--- src/inc/hs_caps_pkg.sv ---
// constants and carrier types for the high-speed host capability register bank
package hs_caps_pkg;

  ////////////////////////////////////////////////////////////////////////////
  // register window
  localparam int          ADDR_W            = 8;
  localparam int          DATA_W            = 32;
  localparam logic [7:0]  OFS_STRUCT_PARAMS = 8'h04;
  localparam logic [7:0]  OFS_CAP_PARAMS    = 8'h08;
  localparam logic [7:0]  OFS_ROUTE_LO      = 8'h0C;
  localparam logic [7:0]  OFS_ROUTE_HI      = 8'h10;
  localparam logic [7:0]  OFS_COMMAND       = 8'h20;
  localparam logic [7:0]  OFS_PORT_POWER    = 8'h40;

  ////////////////////////////////////////////////////////////////////////////
  // structural parameter fields
  localparam int          MAX_PORTS         = 15;
  localparam int          NIB_W             = 4;
  localparam int          ROUTE_W           = MAX_PORTS * NIB_W;
  localparam int          SP_NPORTS_LSB     = 0;
  localparam int          SP_PPS_BIT        = 4;
  localparam int          SP_RR_BIT         = 7;
  localparam int          SP_PPC_LSB        = 8;
  localparam int          SP_NCC_LSB        = 12;

  ////////////////////////////////////////////////////////////////////////////
  // capability parameter fields
  localparam int          CP_WIDE_BIT       = 0;
  localparam int          CP_PFL_BIT        = 1;
  localparam int          CP_IST_LSB        = 4;
  localparam logic [3:0]  IST_RESET         = 4'h1;
  localparam logic        PFL_RESET         = 1'b1;
  localparam logic        WIDE_RESET        = 1'b0;

  ////////////////////////////////////////////////////////////////////////////
  // command register frame list size
  localparam int          CMD_FLS_LSB       = 2;
  localparam logic [1:0]  FLS_1024          = 2'h0;
  localparam logic [1:0]  FLS_512           = 2'h1;
  localparam logic [1:0]  FLS_256           = 2'h2;
  localparam logic [10:0] LEN_1024          = 11'h400;
  localparam logic [10:0] LEN_512           = 11'h200;
  localparam logic [10:0] LEN_256           = 11'h100;

  // one register access from host software
  typedef struct packed {
    logic [ADDR_W-1:0] addr;
    logic              rd;
    logic              wr;
    logic [DATA_W-1:0] wdata;
  } reg_req_s;

  // read answer
  typedef struct packed {
    logic              valid;
    logic [DATA_W-1:0] data;
  } reg_rsp_s;

endpackage : hs_caps_pkg

--- src/hdl/hs_host_capability_params.sv ---
// capability and structural parameter register bank with route and power outputs
`timescale 1ns/100ps
module hs_host_capability_params #(
  parameter logic [3:0]  NUM_PORTS     = 4'h2,
  parameter logic [3:0]  PORTS_PER_CC  = 4'h2,
  parameter logic [3:0]  NUM_CC        = 4'h1,
  parameter logic        ROUTE_RULE    = 1'b1,
  parameter logic        POWER_SWITCH  = 1'b1,
  parameter logic [59:0] ROUTE_TABLE   = 60'h0
) (
  input  wire logic                           CORE_CLK,
  input  wire logic                           RST_N,
  input  wire hs_caps_pkg::reg_req_s          REG_REQ,
  output      hs_caps_pkg::reg_rsp_s          REG_RSP,
  output      logic [hs_caps_pkg::ROUTE_W-1:0] PORT_COMPANION,
  output      logic [hs_caps_pkg::MAX_PORTS-1:0] PORT_POWER,
  output      logic [10:0]                    FRAME_LIST_LEN
);
  import hs_caps_pkg::*;

  ////////////////////////////////////////////////////////////////////////////
  // fixed field values
  localparam logic [3:0] PORTS_RPT = (NUM_PORTS == 4'h0) ? 4'h1 : NUM_PORTS;
  localparam logic [3:0] GROUP     = (PORTS_PER_CC == 4'h0) ? 4'h1 : PORTS_PER_CC;

  logic [DATA_W-1:0]    struct_val;
  logic [DATA_W-1:0]    cap_val;
  logic [ROUTE_W-1:0]   route_val;
  logic [MAX_PORTS-1:0] port_mask;

  // structural word: count, power switch flag, routing flag, group size
  always_comb begin
    struct_val = '0;
    struct_val[SP_NPORTS_LSB +: NIB_W] = PORTS_RPT;
    struct_val[SP_PPS_BIT]             = POWER_SWITCH;
    struct_val[SP_RR_BIT]              = ROUTE_RULE;
    struct_val[SP_PPC_LSB +: NIB_W]    = GROUP;
    struct_val[SP_NCC_LSB +: NIB_W]    = NUM_CC;
  end

  // capability word reset image
  always_comb begin
    cap_val = '0;
    cap_val[CP_IST_LSB +: NIB_W] = IST_RESET;
    cap_val[CP_PFL_BIT]          = PFL_RESET;
    cap_val[CP_WIDE_BIT]         = WIDE_RESET;
  end

  // per-port companion index and implemented-port mask
  genvar gi;
  generate
    for (gi = 0; gi < MAX_PORTS; gi++) begin : g_port
      // group index for consecutive routing, wrapped to one nibble
      localparam logic [3:0] CONSEC = 4'((gi / int'(GROUP)) & 15);
      // a port exists only below the reported count
      localparam logic       HERE   = (gi < int'(PORTS_RPT));
      logic [NIB_W-1:0] table_idx;
      logic [NIB_W-1:0] pick_idx;

      // explicit entry from the route table
      assign table_idx = ROUTE_TABLE[gi*NIB_W +: NIB_W];
      // routing flag picks table entry or consecutive group
      assign pick_idx  = ROUTE_RULE ? table_idx : CONSEC;
      // absent ports read zero and stay unpowered
      assign route_val[gi*NIB_W +: NIB_W] = HERE ? pick_idx : 4'h0;
      assign port_mask[gi]                = HERE;
    end
  endgenerate

  ////////////////////////////////////////////////////////////////////////////
  // register state
  logic [DATA_W-1:0]    cap_q;
  logic [ROUTE_W-1:0]   route_q;
  logic [1:0]           fls_q,   fls_d;
  logic [10:0]          len_q,   len_d;
  logic [MAX_PORTS-1:0] pwr_q,   pwr_d;
  logic [MAX_PORTS-1:0] power_q, power_d;
  reg_rsp_s             rsp_q,   rsp_d;

  // capability word; never takes a write
  always_ff @(posedge CORE_CLK or negedge RST_N) begin
    if (!RST_N) begin
      cap_q <= {24'h0, IST_RESET, 2'h0, PFL_RESET, WIDE_RESET};
    end else begin
      cap_q <= cap_val;
    end
  end

  // companion route word; zero in reset, table or groups after
  always_ff @(posedge CORE_CLK or negedge RST_N) begin
    if (!RST_N) begin
      route_q <= '0;
    end else begin
      route_q <= route_val;
    end
  end

  ////////////////////////////////////////////////////////////////////////////
  // address decode
  localparam int FLS_W = 2;                                   // size field width
  localparam int HI_W  = ROUTE_W - DATA_W;                    // ports 8 to 14

  logic wr_cmd;
  logic wr_pwr;

  // one strobe per writable register; any other write falls away
  always_comb begin
    wr_cmd = REG_REQ.wr && (REG_REQ.addr == OFS_COMMAND);
    wr_pwr = REG_REQ.wr && (REG_REQ.addr == OFS_PORT_POWER);
  end

  ////////////////////////////////////////////////////////////////////////////
  // command group
  // size field writable only with the programmable flag set
  always_comb begin
    fls_d = fls_q;
    if (wr_cmd) begin
      if (cap_q[CP_PFL_BIT]) begin
        fls_d = REG_REQ.wdata[CMD_FLS_LSB +: FLS_W];
      end else begin
        fls_d = FLS_1024;
      end
    end
    case (fls_d)
      FLS_512: len_d = LEN_512;
      FLS_256: len_d = LEN_256;
      default: len_d = LEN_1024;
    endcase
  end

  // size field and honoured length
  always_ff @(posedge CORE_CLK or negedge RST_N) begin
    if (!RST_N) begin
      fls_q <= FLS_1024;
      len_q <= LEN_1024;
    end else begin
      fls_q <= fls_d;
      len_q <= len_d;
    end
  end

  ////////////////////////////////////////////////////////////////////////////
  // port power group
  // written bits with switches, every present port on without them
  always_comb begin
    pwr_d = pwr_q;
    if (wr_pwr) begin
      pwr_d = REG_REQ.wdata[MAX_PORTS-1:0];
    end
    power_d = (POWER_SWITCH ? pwr_d : {MAX_PORTS{1'b1}}) & port_mask;
  end

  // stored and applied power bits
  always_ff @(posedge CORE_CLK or negedge RST_N) begin
    if (!RST_N) begin
      pwr_q   <= '0;
      power_q <= '0;
    end else begin
      pwr_q   <= pwr_d;
      power_q <= power_d;
    end
  end

  ////////////////////////////////////////////////////////////////////////////
  // read answer
  logic [DATA_W-1:0] cmd_word;
  logic [DATA_W-1:0] hi_word;
  logic [DATA_W-1:0] pwr_word;
  logic [DATA_W-1:0] rd_word;

  // command word: only the size field, reserved bits zero
  always_comb begin
    cmd_word = '0;
    cmd_word[CMD_FLS_LSB +: FLS_W] = fls_q;
  end

  // upper route word: ports 8 to 14, top nibble zero
  always_comb begin
    hi_word = '0;
    hi_word[HI_W-1:0] = route_q[ROUTE_W-1:DATA_W];
  end

  // power word: applied state, so a switchless port reads on
  always_comb begin
    pwr_word = '0;
    pwr_word[MAX_PORTS-1:0] = power_q;
  end

  // read word per offset; a read beside a write sees the old value
  always_comb begin
    case (REG_REQ.addr)
      OFS_STRUCT_PARAMS: rd_word = struct_val;
      OFS_CAP_PARAMS:    rd_word = cap_q;
      OFS_ROUTE_LO:      rd_word = route_q[DATA_W-1:0];
      OFS_ROUTE_HI:      rd_word = hi_word;
      OFS_COMMAND:       rd_word = cmd_word;
      OFS_PORT_POWER:    rd_word = pwr_word;
      default:           rd_word = '0;
    endcase
    rsp_d = '0;
    if (REG_REQ.rd) begin
      rsp_d.valid = 1'b1;
      rsp_d.data  = rd_word;
    end
  end

  // answer pulse and data, one cycle after the read
  always_ff @(posedge CORE_CLK or negedge RST_N) begin
    if (!RST_N) begin
      rsp_q <= '0;
    end else begin
      rsp_q <= rsp_d;
    end
  end

  ////////////////////////////////////////////////////////////////////////////
  // outputs straight from flops
  assign REG_RSP        = rsp_q;
  assign PORT_COMPANION = route_q;
  assign PORT_POWER     = power_q;
  assign FRAME_LIST_LEN = len_q;

endmodule : hs_host_capability_params

--- config.mk ---
export PLATFORM = sky130hd
export DESIGN_NAME = hs_host_capability_params
export DESIGN_NICKNAME = d
export VERILOG_FILES = /design/src/inc/hs_caps_pkg.sv /design/src/hdl/hs_host_capability_params.sv
export SDC_FILE = /design/constraint.sdc
export NUM_CORES = 1
export LEC_CHECK = 0
export BUFFER_PORTS_ARGS = -buffer_cell sky130_fd_sc_hd__buf_2
export CAP_MARGIN = 40
export CORE_MARGIN = 2
export CORE_UTILIZATION = 36
export DETAILED_ROUTE_END_ITERATION = 16
export GPL_TIMING_DRIVEN = 1
export HOLD_SLACK_MARGIN = 0.08
export PLACE_DENSITY = 0.86
export SLEW_MARGIN = 20
export SYNTH_ARGS = -nofsm -noshare
export SYNTH_HDL_FRONTEND = slang
export SYNTH_SLANG_ARGS = --single-unit
--- constraint.sdc ---
create_clock -name CORE_CLK -period 1.7 [get_ports CORE_CLK]
set_clock_uncertainty 0.05 [all_clocks]
set_input_delay 0.085 -clock CORE_CLK [delete_from_list [all_inputs] [get_ports CORE_CLK]]
set_output_delay 0.085 -clock CORE_CLK [all_outputs]
set_load 0.005 [all_outputs]
-- After elaboration in Yosys (flattened, before gate mapping)
Cells that the tools add are included.
- equality and inequality tests: 6
- multiplexer cells: 5
- reductions and logical operators: 2
- operators by type and width (cell ; count):
    $pmux W13 S4 ; 1
    $mux W33 ; 1
    $pmux W11 S2 ; 1
    $eq A8 B3 Y1 const B ; 1
    $eq A8 B4 Y1 const B ; 1
    $eq A8 B6 Y1 const B ; 1
    $eq A8 B7 Y1 const B ; 1
    $mux W2 ; 2
    $eq A2 B1 Y1 const B ; 1
    $eq A2 B2 Y1 const B ; 1
    $logic_and A1 B1 Y1 ; 2
- register bits after elaboration: 48
- output and inout bits: 119
- logic and storage cells: 18

-- Logic depth before layout (Yosys ltp)
- depth after elaboration: 5
- mapped depth: 4
- mapped depth without buffers: 4

-- Worst setup path after synthesis
OpenSTA, ideal clock, no wires.
- path kind: in2reg
- from: input REG_REQ[35] (netlist bit)
- to: register len_q[10], in the netlist FRAME_LIST_LEN[10]
- library setup time: 0.083 ns
- arrival: 1.536 ns
- slack: 0.030 ns
- stages: 4
- buffers on the path: 0
- path through: or4b_1 > nor3_4 > mux2_1 > ha_1
- word-level cells in the longest chain between the ends: 5
- elaborated cells between the ends (all ways): 6
- RTL lines (item ; RTL line ; RTL):
    from (decl) ; hs_host_capability_params.sv:13 ; input wire hs_caps_pkg::reg_req_s REG_REQ,
    $eq A8 B6 Y1 * ; hs_host_capability_params.sv:108 ; wr_cmd = REG_REQ.wr && (REG_REQ.addr == OFS_COMMAND);
    $logic_and A1 B1 Y1 * ; hs_host_capability_params.sv:108 ;
    $mux W2 * ; hs_host_capability_params.sv:117 ; if (wr_cmd) begin
    via fls_d[1] ; hs_host_capability_params.sv:74 ; logic [1:0] fls_q, fls_d;
    $eq A2 B2 Y1 or $eq A2 B1 Y1 (tied branches) ; hs_host_capability_params.sv:124 ; case (fls_d)
    $pmux W11 S2 * ; hs_host_capability_params.sv:124 ;
    via len_d[10] ; hs_host_capability_params.sv:75 ; logic [10:0] len_q, len_d;
    to (signal assigned) ; hs_host_capability_params.sv:138 ; len_q <= len_d;
    to (decl) ; hs_host_capability_params.sv:75 ;
The timed path passes the listed nets; every way through them passes the cells marked *.
A chain may end at the register's enable or synchronous reset.

-- Worst setup path after layout
- from: input REG_REQ[37] (netlist bit)
- to: register pwr_q[1]
- word-level cells in the longest chain between the ends: 2
- RTL lines (item ; RTL line ; RTL):
    $eq A8 B7 Y1 ; hs_host_capability_params.sv:109 ; wr_pwr = REG_REQ.wr && (REG_REQ.addr == OFS_PORT_POWER);
    $logic_and A1 B1 Y1 ; hs_host_capability_params.sv:109 ;
    to (signal assigned) ; hs_host_capability_params.sv:159 ; pwr_q <= pwr_d;
    to (decl) ; hs_host_capability_params.sv:76 ; logic [MAX_PORTS-1:0] pwr_q, pwr_d;
No other way between the ends.

==> out/qor.yml <==
placement:
  post-place-ws_ns: -0.0719
  gp_congestion: 0.618
  dpl.hpwl_um: 1620
  io_buffer_count: 29
logic_synthesis:
  syn-instance-count: 150
  synth.avg_cell_area_um2: 9.33
  ys_seq_area_frac: 0.251
  netlist_area_um2: 1400
  yosysWarnings: 0
  synth_edf_count: 0
  synth_seq_cells: 14
  ys.flop_type: "dfrtp_1"
  ys_types: 22
  ys_async_sr_fraction: 1.00
routing:
  wire_per_inst_um: 8.29
  drc_errors: 0
  vias: 788
  routed_wl_um: 2010
  drt_iter0_markers: 17
  antenna_left: 0
  vias_per_cell: 3.26
  dr.pass1.iters: 2
sta:
  hold_viol_final: 0
  timing.final.ws_setup_ns: 0.156
  max_freq_ghz: 0.648
  post-route-min-period_ns: 1.54
  rsz0062_at_grt: "no"
  slew_viol_final: 0
  period_share: 0.908
  hold_slack_ns: 0.0899
  setup_viol: 0
cts:
  path_clk_slew_ns: 0.06
  post_cts_buffers: 0
  clk_latency_ns: 0.24
  root_buffer: "clkbuf_8"
  cts_buffers: 3
  cts_sinks: 14
  clk_path_buf_depth: 2
  cts_tree: "built"
  h-tree-depth: 1
floorplan:
  die_h_um: 66.4
  die_w_um: 66.4
  core-area_um2: 3690
  start_util: 0.380
  dieArea_um2: 4400
  ios: 163
  rows: 22
power_and_ir_drop:
  p_per_area_nw_per_um2: 590
  leakage_uw: 0.000833
  ir_drop_mv: 0.198
run:
  maxCapViolCount: 0
global_routing:
  grt_max_degree: 15
  grt_pass1_vias: 607
  antenna_found_initial: 0
  grt_overflow_total: 0
  track_usage: 0.0785
  grt_first_pass_wirelength_um: 2490
critical_path:
  worstPathArrival_ns: 1.62
  crit_path_end_kind: "flip-flop"
  critPathKind: "in2reg"
  cp.required_ns: 1.78
  crit_fanout: 3
  critPathLaunchType: "input pin"
run_status:
  status: "completed"
layout:
  layout-drive-gt1-share: 0.247
  insertedDiodeCount: 0
  syn_to_final_growth_pct: -1.79
  fin_nets: 241
  num-fill-cells: 400
min_path:
  hp-class: "in2reg"
## what timing repair did
item | in CTS | in global routing
hold buffers | 7 | 0
endpoints found under the setup margin | 0 | 2
gates resized for setup | 0 | 1
endpoints found under the hold margin | 20 | 0
## state kept, by name (all words and copies together) (netlist names)
name / count
pwr_q: 2
fls_q: 2
REG_RSP: 7
FRAME_LIST_LEN: 3
## power breakdown
group          total [uW]  internal [uW]  switching, uW
Combinational         146           50.3           95.9
Sequential            350            345           4.56
Clock                 315            205            111
Total                 812            600            211
## through the flow
step	area, um2	util	std cells	total power, uW	setup TNS (ns)
global placement	1240	0.338	231	478	-0.139
floorplan	1790	-	254	602	0
global route	1380	0.373	242	859	0
CTS	1370	0.371	242	814	0
finish	1380	0.373	242	812	0
detailed placement	1240	0.338	231	482	-0.155
## placed cells by master, fill, tap and decap left out
cell,count
buf_4,7
nor2_1,4
ha_1,2
or4b_4,1
a2bb2oi_1,1
nor3_4,1
buf_2,29
mux2i_1,2
nand4_1,1
or4_4,1
nor3_1,2
or4b_1,2
conb_1,105
xnor2_1,1
dfrtp_1,13
clkbuf_8,4
dfstp_2,1
nand2_1,1
nor3b_2,2
mux2_1,2
and2_1,2
mux2_2,2
nand3_1,1
dlygate4sd3_1,7
## synth_stat cells, types with 2 or more instances
| cell type | n | area (um2) |
|---|---|---|
| ha_1 | 2 | 25.0 |
| mux2_1 | 2 | 22.5 |
| buf_4 | 107 | 803 |
| mux2i_1 | 2 | 20.0 |
| and2_1 | 2 | 12.5 |
| or4b_1 | 2 | 20.0 |
| nor2_1 | 4 | 15.0 |
| mux2_2 | 2 | 22.5 |
| dfrtp_1 | 13 | 325 |
| nor3_1 | 2 | 10.0 |
## cell type report
class / count / area, um2 / share of cell area
clock buffers: 4 / 55.1 / 0.0400
multi-input cells: 133 / 641 / 0.466
flip-flops and latches: 14 / 352 / 0.256
well taps: 48 / 60.1 / 0.0437
repair buffers: 43 / 268 / 0.195
## kinds of logic (layout without fill, tap and decap cells)
| family | count (synthesis) | in the layout | synth area share |
|---|---|---|---|
| adder cells (fa/ha/maj) | 2 | 2 | 0.0179 |
| buffers and inverters | 107 | 47 | 0.574 |
| multiplexers | 6 | 6 | 0.0465 |
| other | 1 | 105 | 0.00268 |
| AND/OR/NAND/NOR | 18 | 18 | 0.0956 |
| AO/OA/AOI/OAI | 1 | 1 | 0.00626 |
| XOR/XNOR | 1 | 1 | 0.00626 |
| flip-flops | 14 | 14 | 0.251 |
## per-layer routing
layer / up-vias / share of wire / GRT usage
li1: 351 / - / -
met1: 351 / 0.26 / 0.0612
met2: 82 / 0.56 / 0.154
met3: 4 / 0.17 / 0.0187
met4: 0 / 0.018 / 0.0714
met5: - / 0 / 0
## critical path: stages
cell	delay, ns
buf_2	0.11
dlygate4sd3_1	0.56
buf_4	0.15
nor3b_2	0.23
nand4_1	0.18
mux2_2	0.30
## path summary, 6_finish.rpt
path | cells past startpoint | endpoint | startpoint | slack (ns)
worst max-delay path | 6 | pwr_q[1]$_DFFE_PN0P_ | REG_REQ[37] | 0.16
worst min-delay path | 3 | REG_RSP[1]$_DFF_PN0_ | REG_REQ[33] | 0.09
min in group asynchronous | 2 | REG_RSP[4]$_DFF_PN0_ | RST_N | 0.23
worst min register to register | 1 | REG_RSP[3]$_DFF_PN0_ | fls_q[1]$_DFF_PN0_ | 0.46
max in group asynchronous | 2 | FRAME_LIST_LEN[10]$_DFF_PN1_ | RST_N | 1.07
worst max register to register | 2 | FRAME_LIST_LEN[10]$_DFF_PN1_ | fls_q[1]$_DFF_PN0_ | 0.61
Note: power is estimated with default switching activity, not from simulation.
